## config.mk

```make
export PLATFORM = sky130hd
export DESIGN_NAME = sine_wave_code_sequencer
export DESIGN_NICKNAME = d
export VERILOG_FILES = /design/src/core/sine_seq_pkg.sv /design/src/core/sine_code_table.sv /design/src/core/code_fifo.sv /design/src/core/sine_wave_code_sequencer.sv
export SDC_FILE = /design/constraint.sdc
export NUM_CORES = 1
export LEC_CHECK = 0
export BUFFER_PORTS_ARGS = -buffer_cell sky130_fd_sc_hd__buf_2
export CORE_MARGIN = 2
export CORE_UTILIZATION = 45
export DETAILED_ROUTE_END_ITERATION = 12
export PLACE_DENSITY = 0.72
export SKIP_CTS_REPAIR_TIMING = 1
export SYNTH_ARGS = -nofsm -noshare
export SYNTH_HDL_FRONTEND = slang
export SYNTH_SLANG_ARGS = --single-unit
```

## constraint.sdc

```tcl
create_clock -name mclk -period 2.6 [get_ports mclk]
set_clock_uncertainty 0.05 [all_clocks]
set_input_delay 0.39 -clock mclk [delete_from_list [all_inputs] [get_ports mclk]]
set_output_delay 0.39 -clock mclk [all_outputs]
set_load 0.02 [all_outputs]
```

## src/core/sine_seq_pkg.sv

```systemverilog
package sine_seq_pkg;

	// ------------------------------------------------------------------
	// Widths and table geometry
	// ------------------------------------------------------------------
	localparam int CODE_W = 12;
	localparam int IDX_W = 5;
	localparam logic [4:0] TABLE_LAST = 5'h17;
	localparam logic [11:0] CODE_RESET = 12'h800;
	localparam int FIFO_DEPTH = 4;

	// ------------------------------------------------------------------
	// Configuration fields
	// ------------------------------------------------------------------
	localparam logic [2:0] WAVE_SINE = 3'h4;
	localparam logic [2:0] WAVE_RESET = 3'h0;
	localparam logic [3:0] STEP_RESET = 4'h0;
	localparam logic [1:0] PHASE_RESET = 2'h0;
	localparam logic [2:0] GAIN_RESET = 3'h0;
	localparam logic [1:0] TRIG_RESET = 2'h0;
	localparam logic [1:0] TRIG_START_STOP = 2'h1;
	localparam logic SDO_RESET = 1'b1;

	// Phase encodings and the table index each one starts from.
	localparam logic [1:0] PHASE_0 = 2'h0;
	localparam logic [1:0] PHASE_120 = 2'h1;
	localparam logic [1:0] PHASE_240 = 2'h2;
	localparam logic [1:0] PHASE_90 = 2'h3;
	localparam logic [4:0] START_IDX_0 = 5'h00;
	localparam logic [4:0] START_IDX_90 = 5'h06;
	localparam logic [4:0] START_IDX_120 = 5'h08;
	localparam logic [4:0] START_IDX_240 = 5'h10;

	// Gain encodings: first two use a unity stage, the rest the internal reference.
	localparam logic [2:0] GAIN_X1_EXT = 3'h0;
	localparam logic [2:0] GAIN_X1_VDD = 3'h1;
	localparam logic [2:0] GAIN_X1P5 = 3'h2;
	localparam logic [2:0] GAIN_X2 = 3'h3;
	localparam logic [2:0] GAIN_X3 = 3'h4;
	localparam logic [2:0] GAIN_X4 = 3'h5;

	// Packed settings image: {wave, step, phase, gain, trig, sdo}.
	localparam int SET_W = 15;
	localparam int SET_WAVE_LSB = 12;
	localparam int SET_STEP_LSB = 8;
	localparam int SET_PHASE_LSB = 6;
	localparam int SET_GAIN_LSB = 3;
	localparam int SET_TRIG_LSB = 1;
	localparam int SET_SDO_LSB = 0;

	// ------------------------------------------------------------------
	// Timing
	// ------------------------------------------------------------------
	localparam int CLK_PERIOD_PS = 5000;
	localparam int STEP_UNIT_NS = 1000;
	localparam int STEP_UNIT_CYC = (STEP_UNIT_NS * 1000 + CLK_PERIOD_PS - 1) / CLK_PERIOD_PS;
	localparam logic [7:0] UNIT_LAST = 8'(STEP_UNIT_CYC - 1);

	typedef enum logic [1:0] {
		ST_LOAD = 2'b00,
		ST_IDLE = 2'b01,
		ST_RUN = 2'b10
	} seq_state_t;

endpackage

```

## src/core/sine_code_table.sv

```systemverilog
`timescale 1ns/100ps
module sine_code_table (
	input wire logic [4:0] idx, // Table index, 0 to 23
	output logic [11:0] code // Output code at that index
);
	always_comb begin
		case (idx)
			5'h00: code = 12'h800;
			5'h01: code = 12'h9a8;
			5'h02: code = 12'hb33;
			5'h03: code = 12'hc87;
			5'h04: code = 12'hd8b;
			5'h05: code = 12'he2f;
			5'h06: code = 12'he66;
			5'h07: code = 12'he2f;
			5'h08: code = 12'hd8b;
			5'h09: code = 12'hc87;
			5'h0a: code = 12'hb33;
			5'h0b: code = 12'h9a8;
			5'h0c: code = 12'h800;
			5'h0d: code = 12'h658;
			5'h0e: code = 12'h4cd;
			5'h0f: code = 12'h379;
			5'h10: code = 12'h275;
			5'h11: code = 12'h1d1;
			5'h12: code = 12'h19a;
			5'h13: code = 12'h1d1;
			5'h14: code = 12'h275;
			5'h15: code = 12'h379;
			5'h16: code = 12'h4cd;
			5'h17: code = 12'h658;
			default: code = 12'h800;
		endcase
	end
endmodule

```

## src/core/code_fifo.sv

```systemverilog
`timescale 1ns/100ps
module code_fifo #(
	parameter int WIDTH = 12,
	parameter int DEPTH = 4
) (
	input wire logic clk, // Clock
	input wire logic rst_n, // Asynchronous reset, active low
	input wire logic flush, // Drop all entries
	input wire logic in_valid, // Write request
	output logic in_ready, // Space available
	input wire logic [WIDTH-1:0] in_data, // Write data
	output logic out_valid, // Entry available
	input wire logic out_ready, // Read accept
	output logic [WIDTH-1:0] out_data // Head entry
);
	localparam int PW = $clog2(DEPTH);

	logic [WIDTH-1:0] mem_q [DEPTH];
	logic [PW-1:0] wr_q, wr_d, rd_q, rd_d;
	logic [PW:0] cnt_q, cnt_d;
	logic push, pop;

	assign in_ready = (cnt_q != (PW+1)'(DEPTH));
	assign out_valid = (cnt_q != '0);
	assign out_data = mem_q[rd_q];
	assign push = in_valid && in_ready;
	assign pop = out_valid && out_ready;

	always_comb begin
		wr_d = wr_q;
		rd_d = rd_q;
		cnt_d = cnt_q;
		if (flush) begin
			wr_d = '0;
			rd_d = '0;
			cnt_d = '0;
		end else begin
			if (push) begin
				wr_d = (wr_q == PW'(DEPTH - 1)) ? '0 : wr_q + 1'b1;
			end
			if (pop) begin
				rd_d = (rd_q == PW'(DEPTH - 1)) ? '0 : rd_q + 1'b1;
			end
			cnt_d = cnt_q + (PW+1)'(push) - (PW+1)'(pop);
		end
	end

	always_ff @(posedge clk or negedge rst_n) begin
		if (!rst_n) begin
			wr_q <= '0;
			rd_q <= '0;
			cnt_q <= '0;
		end else begin
			wr_q <= wr_d;
			rd_q <= rd_d;
			cnt_q <= cnt_d;
		end
	end

	// The storage itself needs no reset; empty is tracked by the count.
	always_ff @(posedge clk) begin
		if (push && !flush) begin
			mem_q[wr_q] <= in_data;
		end
	end
endmodule

```

## src/core/sine_wave_code_sequencer.sv

```systemverilog
//
// Overview of operation
// RULE_01 - Active sine cycles 24 codes, then wraps.
// RULE_02 - Fixed symmetric 12-bit table, peak index 6.
// RULE_03 - Waveform select 100 enables sine generation.
// RULE_04 - Each entry held one step interval.
// RULE_05 - Gain select picks reference and amplitude.
// RULE_06 - Two-bit start phase field, four phases.
// RULE_07 - Start index 0, 6, 8 or 16.
// RULE_08 - Configured trigger pin rising edge starts.
// RULE_09 - Trigger pin both starts and halts.
// RULE_10 - Host disables serial output before trigger use.
// RULE_11 - Store command saves settings to NVM.
// RULE_12 - Reset reloads settings from programmed NVM.
// RULE_13 - Host writes configuration over I2C or SPI.
// RULE_14 - Phase codes: 0, 120, 240, 90 degrees.
// RULE_15 - Trigger low halts, holds start-phase code.
//
`timescale 1ns/100ps
module sine_wave_code_sequencer (
	input wire logic mclk, // System clock, 200 MHz
	input wire logic rst_n, // Asynchronous reset, active low
	input wire logic cfg_wr, // One-cycle write strobe from the host link decoder
	input wire logic [2:0] cfg_waveform_select, // Waveform select value
	input wire logic [3:0] cfg_step_interval, // Step interval code
	input wire logic [1:0] cfg_start_phase_select, // Start phase code
	input wire logic [2:0] cfg_output_gain_select, // Gain and reference code
	input wire logic [1:0] cfg_trigger_pin_setup, // Pin function code
	input wire logic cfg_serial_out_enable, // Serial data output on shared pin
	input wire logic nvm_store_trigger, // One-cycle store command
	input wire logic nvm_programmed, // Non-volatile image is valid
	input wire logic [14:0] nvm_rd_data, // Stored settings image
	output logic nvm_wr_en, // One-cycle store pulse to the NVM
	output logic [14:0] nvm_wr_data, // Settings image to store
	input wire logic trigger_input, // Asynchronous general-purpose pin
	input wire logic dac_load_ready, // Output latch can take a code
	output logic [11:0] dac_code, // Code loaded into the output latch
	output logic dac_update, // One-cycle pulse, new code loaded
	output logic [2:0] gain_code, // Active gain code to the output stage
	output logic int_ref_enable, // Internal reference in use
	output logic [14:0] settings, // Current settings image, readback
	output logic running, // Sequence is stepping
	output logic [4:0] table_index // Index of the current code, queued or still pending
);

	// ------------------------------------------------------------------
	// Settings registers
	// ------------------------------------------------------------------
	logic [2:0] wave_q, wave_d;
	logic [3:0] step_q, step_d;
	logic [1:0] phase_q, phase_d;
	logic [2:0] gain_q, gain_d;
	logic [1:0] trig_q, trig_d;
	logic sdo_q, sdo_d;
	logic nvm_wr_q, nvm_wr_d;
	logic [14:0] nvm_data_q, nvm_data_d;
	sine_seq_pkg::seq_state_t state_q, state_d;
	logic [14:0] image;

	assign image = {wave_q, step_q, phase_q, gain_q, trig_q, sdo_q};

	always_comb begin
		wave_d = wave_q;
		step_d = step_q;
		phase_d = phase_q;
		gain_d = gain_q;
		trig_d = trig_q;
		sdo_d = sdo_q;
		nvm_wr_d = 1'b0;
		nvm_data_d = nvm_data_q;
		if (state_q == sine_seq_pkg::ST_LOAD) begin
			if (nvm_programmed) begin
				wave_d = nvm_rd_data[sine_seq_pkg::SET_WAVE_LSB +: 3]; // RULE_12
				step_d = nvm_rd_data[sine_seq_pkg::SET_STEP_LSB +: 4]; // RULE_12
				phase_d = nvm_rd_data[sine_seq_pkg::SET_PHASE_LSB +: 2]; // RULE_12
				gain_d = nvm_rd_data[sine_seq_pkg::SET_GAIN_LSB +: 3]; // RULE_12
				trig_d = nvm_rd_data[sine_seq_pkg::SET_TRIG_LSB +: 2]; // RULE_12
				sdo_d = nvm_rd_data[sine_seq_pkg::SET_SDO_LSB]; // RULE_12
			end
		end else if (cfg_wr) begin
			wave_d = cfg_waveform_select; // RULE_13
			step_d = cfg_step_interval; // RULE_13
			phase_d = cfg_start_phase_select; // RULE_13
			gain_d = cfg_output_gain_select; // RULE_13
			trig_d = cfg_trigger_pin_setup; // RULE_13
			sdo_d = cfg_serial_out_enable; // RULE_13
		end
		// A store issued with a write in the same cycle saves the settings
		// as they stood before that write.
		if (nvm_store_trigger && state_q != sine_seq_pkg::ST_LOAD) begin
			nvm_wr_d = 1'b1; // RULE_11
			nvm_data_d = image; // RULE_11
		end
	end

	always_ff @(posedge mclk or negedge rst_n) begin
		if (!rst_n) begin
			wave_q <= sine_seq_pkg::WAVE_RESET;
			step_q <= sine_seq_pkg::STEP_RESET;
			phase_q <= sine_seq_pkg::PHASE_RESET;
			gain_q <= sine_seq_pkg::GAIN_RESET;
			trig_q <= sine_seq_pkg::TRIG_RESET;
			sdo_q <= sine_seq_pkg::SDO_RESET;
			nvm_wr_q <= 1'b0;
			nvm_data_q <= '0;
		end else begin
			wave_q <= wave_d;
			step_q <= step_d;
			phase_q <= phase_d;
			gain_q <= gain_d;
			trig_q <= trig_d;
			sdo_q <= sdo_d;
			nvm_wr_q <= nvm_wr_d;
			nvm_data_q <= nvm_data_d;
		end
	end

	assign nvm_wr_en = nvm_wr_q;
	assign nvm_wr_data = nvm_data_q;
	assign settings = image;

	// ------------------------------------------------------------------
	// Trigger pin synchroniser and mode decode
	// ------------------------------------------------------------------
	logic pin_meta_q, pin_sync_q, pin_prev_q;
	logic trig_mode, pin_rise, pin_low, sine_on;

	always_ff @(posedge mclk or negedge rst_n) begin
		if (!rst_n) begin
			pin_meta_q <= 1'b0;
			pin_sync_q <= 1'b0;
			pin_prev_q <= 1'b0;
		end else begin
			pin_meta_q <= trigger_input;
			pin_sync_q <= pin_meta_q;
			pin_prev_q <= pin_sync_q;
		end
	end

	// The shared pin is only a trigger once its serial output is off; a
	// pin still driving serial data would otherwise start the sequence.
	assign trig_mode = (trig_q == sine_seq_pkg::TRIG_START_STOP) && !sdo_q; // RULE_10
	assign pin_rise = pin_sync_q && !pin_prev_q; // RULE_08
	assign pin_low = !pin_sync_q; // RULE_09
	assign sine_on = (wave_q == sine_seq_pkg::WAVE_SINE); // RULE_03

	// ------------------------------------------------------------------
	// Phase to start index
	// ------------------------------------------------------------------
	logic [4:0] start_idx;

	always_comb begin
		case (phase_q) // RULE_06
			sine_seq_pkg::PHASE_0: start_idx = sine_seq_pkg::START_IDX_0; // RULE_14
			sine_seq_pkg::PHASE_120: start_idx = sine_seq_pkg::START_IDX_120; // RULE_07
			sine_seq_pkg::PHASE_240: start_idx = sine_seq_pkg::START_IDX_240; // RULE_07
			sine_seq_pkg::PHASE_90: start_idx = sine_seq_pkg::START_IDX_90; // RULE_07
			default: start_idx = sine_seq_pkg::START_IDX_0;
		endcase
	end

	// ------------------------------------------------------------------
	// Step timebase
	// ------------------------------------------------------------------
	logic [7:0] unit_q, unit_d;
	logic [3:0] units_q, units_d;
	logic unit_tick, step_done;

	// Fifo and table wiring used by the sequencer below.
	logic fifo_in_ready, fifo_in_valid, fifo_flush;
	logic fifo_out_valid;
	logic [11:0] table_code, fifo_out_data;
	logic [4:0] idx_q, idx_d;
	logic pend_q, pend_d;
	logic push;

	assign push = fifo_in_valid && fifo_in_ready;
	assign unit_tick = (unit_q == sine_seq_pkg::UNIT_LAST);
	assign step_done = unit_tick && (units_q == step_q); // RULE_04

	// The interval only counts once the current code has been queued, so
	// back-pressure from the output latch stretches a step, never drops one.
	// Counting starts in the push cycle itself, so a step lasts the interval exactly.
	always_comb begin
		unit_d = unit_q;
		units_d = units_q;
		if (state_q != sine_seq_pkg::ST_RUN || (pend_q && !push)) begin
			unit_d = '0;
			units_d = '0;
		end else if (unit_tick) begin
			unit_d = '0;
			units_d = step_done ? 4'h0 : units_q + 4'h1; // RULE_04
		end else begin
			unit_d = unit_q + 8'h01;
		end
	end

	always_ff @(posedge mclk or negedge rst_n) begin
		if (!rst_n) begin
			unit_q <= '0;
			units_q <= '0;
		end else begin
			unit_q <= unit_d;
			units_q <= units_d;
		end
	end

	// ------------------------------------------------------------------
	// Sequencer
	// ------------------------------------------------------------------
	always_comb begin
		state_d = state_q;
		idx_d = idx_q;
		pend_d = pend_q && !push;
		fifo_flush = 1'b0;
		case (state_q)
			sine_seq_pkg::ST_LOAD: begin
				state_d = sine_seq_pkg::ST_IDLE; // RULE_12
				idx_d = sine_seq_pkg::START_IDX_0;
				pend_d = 1'b0;
			end
			sine_seq_pkg::ST_IDLE: begin
				if (!sine_on) begin
					pend_d = 1'b0;
				end else if (!trig_mode || pin_rise) begin
					state_d = sine_seq_pkg::ST_RUN; // RULE_08
					idx_d = start_idx; // RULE_07
					pend_d = 1'b1;
					fifo_flush = 1'b1;
				end else if (idx_q != start_idx && !pend_q) begin
					idx_d = start_idx; // RULE_15
					pend_d = 1'b1;
				end
			end
			sine_seq_pkg::ST_RUN: begin
				if (!sine_on) begin
					state_d = sine_seq_pkg::ST_IDLE; // RULE_03
					pend_d = 1'b0;
				end else if (trig_mode && pin_low) begin
					state_d = sine_seq_pkg::ST_IDLE; // RULE_09
					idx_d = start_idx; // RULE_15
					pend_d = 1'b1;
					fifo_flush = 1'b1;
				end else if (step_done) begin
					idx_d = (idx_q == sine_seq_pkg::TABLE_LAST) ? 5'h00 : idx_q + 5'h01; // RULE_01
					pend_d = 1'b1;
				end
			end
			default: begin
				state_d = sine_seq_pkg::ST_IDLE;
				pend_d = 1'b0;
			end
		endcase
	end

	always_ff @(posedge mclk or negedge rst_n) begin
		if (!rst_n) begin
			state_q <= sine_seq_pkg::ST_LOAD;
			idx_q <= '0;
			pend_q <= 1'b0;
		end else begin
			state_q <= state_d;
			idx_q <= idx_d;
			pend_q <= pend_d;
		end
	end

	assign fifo_in_valid = pend_q && !fifo_flush;
	assign running = (state_q == sine_seq_pkg::ST_RUN);
	assign table_index = idx_q;

	sine_code_table u_table (
		.idx(idx_q),
		.code(table_code) // RULE_02
	);

	code_fifo #(
		.WIDTH(sine_seq_pkg::CODE_W),
		.DEPTH(sine_seq_pkg::FIFO_DEPTH)
	) u_fifo (
		.clk(mclk),
		.rst_n(rst_n),
		.flush(fifo_flush),
		.in_valid(fifo_in_valid),
		.in_ready(fifo_in_ready),
		.in_data(table_code),
		.out_valid(fifo_out_valid),
		.out_ready(dac_load_ready),
		.out_data(fifo_out_data)
	);

	// ------------------------------------------------------------------
	// Output latch and gain
	// ------------------------------------------------------------------
	logic [11:0] code_q, code_d;
	logic upd_q, upd_d;
	logic [2:0] gcode_q, gcode_d;
	logic iref_q, iref_d;

	always_comb begin
		code_d = code_q;
		upd_d = 1'b0;
		if (fifo_out_valid && dac_load_ready) begin
			code_d = fifo_out_data;
			upd_d = 1'b1;
		end
		gcode_d = gain_q; // RULE_05
		case (gain_q)
			sine_seq_pkg::GAIN_X1_EXT, sine_seq_pkg::GAIN_X1_VDD: iref_d = 1'b0; // RULE_05
			sine_seq_pkg::GAIN_X1P5, sine_seq_pkg::GAIN_X2: iref_d = 1'b1; // RULE_05
			sine_seq_pkg::GAIN_X3, sine_seq_pkg::GAIN_X4: iref_d = 1'b1; // RULE_05
			default: begin
				iref_d = 1'b0;
				gcode_d = sine_seq_pkg::GAIN_X1_EXT;
			end
		endcase
	end

	always_ff @(posedge mclk or negedge rst_n) begin
		if (!rst_n) begin
			code_q <= sine_seq_pkg::CODE_RESET;
			upd_q <= 1'b0;
			gcode_q <= sine_seq_pkg::GAIN_RESET;
			iref_q <= 1'b0;
		end else begin
			code_q <= code_d;
			upd_q <= upd_d;
			gcode_q <= gcode_d;
			iref_q <= iref_d;
		end
	end

	assign dac_code = code_q;
	assign dac_update = upd_q;
	assign gain_code = gcode_q;
	assign int_ref_enable = iref_q;

endmodule

```

==> qor.csv <==
metric;value;unit
Congestion Overflow GR;0;
iteration-0 DRC count of the detailed router;225;
last weighted congestion value of the routability-driven placer;0.8204;
Syn Inst Count;475;
dpl hpwl;8.506;mm
fraction of registers with async set or reset after synthesis;0.6190;
Layout Nets;641;
pin count of the biggest net entering global routing;79;
clock net sink count;126;
commonest non-fill, non-tap cells in the layout;89 x buf_2, 76 x dfrtp_1, 48 x edfxtp_1;
count of flip-flops with a built-in enable after synthesis;48;
number of buffers inserted during clock tree synthesis;17;
critical path buffer and inverter count;0;
endpoints failing setup;0;
required time reported for the critical path endpoint;2.85;ns
final non-filler cell total;769;
clock-pin slew on the worst setup and hold paths;0.06;ns
mean number of vias per cell;5.163;
Yosys Warn Count;0;
run status;finished, final reports clean;
Critical Path Most Common Cell;nor2_1;
Tot GR Track Use;0.1862;
Fin Setup TNS;0;ns
cell area power density;1189;nW/um2
worst endpoint data arrival time;2.72;ns
minimum setup slack after placement;0.1382;ns
clock insertion delay at the later pin of the skew report;0.41;ns
final routed DRC violation total;0;
wire length of the first global-routing pass;20.64;mm
TritonRoute pass-1 iters;4;
number of nets produced by synthesis;536;
Final Slew Violations;0;
critical-path cell with the highest stage delay;or4b_4;
critical setup path kind;reg2reg;
root buffer cell;clkbuf_16;
worst vdd ir;0.0007052;V
clock tree from TritonCTS;yes;
Max Fanout on Critical Path;5;
H-tree depth;4;
Cells after DPL;735;
wire length after detailed routing;12.22;mm
most common cell after layout, fill and taps aside;buf_2;
class of the most critical hold timing path;in2reg;
Tot Pwr;8.650;mW
via count of the first global-routing pass;4172;
number of placed I/O pins;91;
Port Buf Inserts;90;
number of filler cells placed in the layout;1124;
CP endpoint kind;register;
Pleak;3.181;nW
Die Width;119.3;um
reported max-cap violation count;0;
mean post-synth cell area;12.60;um2
worst setup slack after layout;0.1226;ns
via count;3970;
hold violation count in the final report;0;
Synth Cell Area;5984;um2
fmax;0.4037;GHz
slowest cell delay on critical path;0.58;ns
# rows;42;
antenna diode count;0;
detail-routed net length per standard cell;15.89;um
flops & latches, synth;126;
Final min period;2.477;ns
Die H;119.3;um
P&R area growth vs syn;21.60;%
Worst-Margin Slew;1.010;ns
worst slew margin relative to its limit;0.3269;
Floorplan Core Area;13140;um2
effective utilization at floorplan;0.4555;
Layout Utilization;0.5539;
share of layout cells above drive strength 1;0.3305;
count of unique library cells instantiated by Yosys;55;
CP startpoint kind;register;
antenna-violating nets left;0;
die area;14240;um2
cell family with most CP delay;simple AND/OR/NAND/NOR gates;
post-route clock period utilization;0.9528;
number of antenna violations at the first check in global routing;0;
buffer levels on the longest clock path;2;
sequential cell area fraction in the yosys report;0.5674;
chain of cells forming the critical path;or4b_4 > and2_2 > nor3_2 > nor2_1 > ha_1 > fa_1 > xnor2_1 > nor2_1;
most used flip-flop cell after synthesis;dfrtp_1;
## logic make-up (layout without fill, tap and decap cells)
group | after synthesis | after routing | synth area share
compound gates | 78 | 78 | 0.08029
simple gates | 116 | 116 | 0.09889
xor+xnor | 17 | 17 | 0.02488
fa+ha+maj | 24 | 24 | 0.05143
flops | 126 | 126 | 0.5674
buf+inv | 51 | 169 | 0.03366
mux | 63 | 63 | 0.1434
## path summary, 6_finish.rpt
path / from / to / slack, ns / cells after the start
max: trig_q[1]$_DFFE_PN0P_ / u_fifo.cnt_q[2]$_DFF_PN0_ / 0.12 / 8
min: trigger_input / pin_meta_q$_DFF_PN0_ / 0.03 / 1
max reg2reg: trig_q[1]$_DFFE_PN0P_ / u_fifo.cnt_q[2]$_DFF_PN0_ / 0.12 / 8
min reg2reg: pin_meta_q$_DFF_PN0_ / pin_sync_q$_DFF_PN0_ / 0.31 / 0
max in group asynchronous: rst_n / nvm_wr_data[5]$_DFFE_PN0P_ / 1.74 / 1
min in group asynchronous: rst_n / dac_code[6]$_DFFE_PN0P_ / 0.04 / 1
## Yosys cell counts, drive strengths merged, types with 2 or more instances
library cell | number | share of area
ha | 23 | 0.048
xnor2 | 5 | 0.0073
xor2 | 12 | 0.018
nor2 | 29 | 0.018
and2 | 5 | 0.0054
nand2b | 2 | 0.0021
mux2 | 26 | 0.050
o32ai | 2 | 0.0029
nand3 | 10 | 0.0084
edfxtp | 48 | 0.24
inv | 25 | 0.016
nor3 | 8 | 0.0067
o31ai | 2 | 0.0025
a221oi | 2 | 0.0029
nor3b | 2 | 0.0025
buf | 6 | 0.0054
dfrtp | 76 | 0.32
a21oi | 20 | 0.017
o22ai | 3 | 0.0031
a31oi | 2 | 0.0021
nand2 | 37 | 0.023
o21ai | 32 | 0.027
nor2b | 6 | 0.0063
clkbuf | 19 | 0.012
dfstp | 2 | 0.0088
a211oi | 4 | 0.0071
mux2i | 22 | 0.037
nand4 | 2 | 0.0046
mux4 | 15 | 0.056
and3 | 8 | 0.0084
o21bai | 2 | 0.0025
## routing by layer
layer,GRT usage,wire (um),vias up
met5,0,0,-
met3,0.05029,615,17
li1,-,-,1913
met2,0.3093,6113,123
met1,0.2317,5277,1917
met4,0.07574,211,0
## flip-flops by register name, summed over array words and instances (netlist names), 2 cells and up
name,flops
dac_code,12
gain_code,3
gain_q,3
nvm_wr_data,15
phase_q,2
state_q,2
step_q,4
table_index,5
trig_q,2
u_fifo.cnt_q,3
u_fifo.mem_q,48
u_fifo.rd_q,2
u_fifo.wr_q,2
unit_q,8
units_q,4
wave_q,3
## power by group
| part | leakage [nW] | switching [mW] | internal (mW) |
|---|---|---|---|
| Clock | 0.267 | 0.837 | 1.32 |
| Combinational | 1.50 | 1.93 | 1.39 |
| Sequential | 1.41 | 0.405 | 2.76 |
| Total | 3.18 | 3.18 | 5.47 |
## layout make-up
class,count,area [um2],area share
Tap cell,176,220.2,0.03026
Multi-Input combinational cell,298,2410,0.3312
Clock inverter,12,96.34,0.01324
Clock buffer,20,446.7,0.06138
Inverter,26,97.59,0.01341
Sequential cell,126,3396,0.4666
Timing Repair Buffer,111,610.6,0.08391
## per-stage QoR
stage	hold WS (ns)	cell area (um2)
after floorplan	0.04441	5995
after global placement	0.2890	6710
after detailed placement	0.2919	6710
after CTS	0.01612	7253
after global routing	0.01875	7277
final	0.02971	7277
Power figures use the tool's default switching activity.
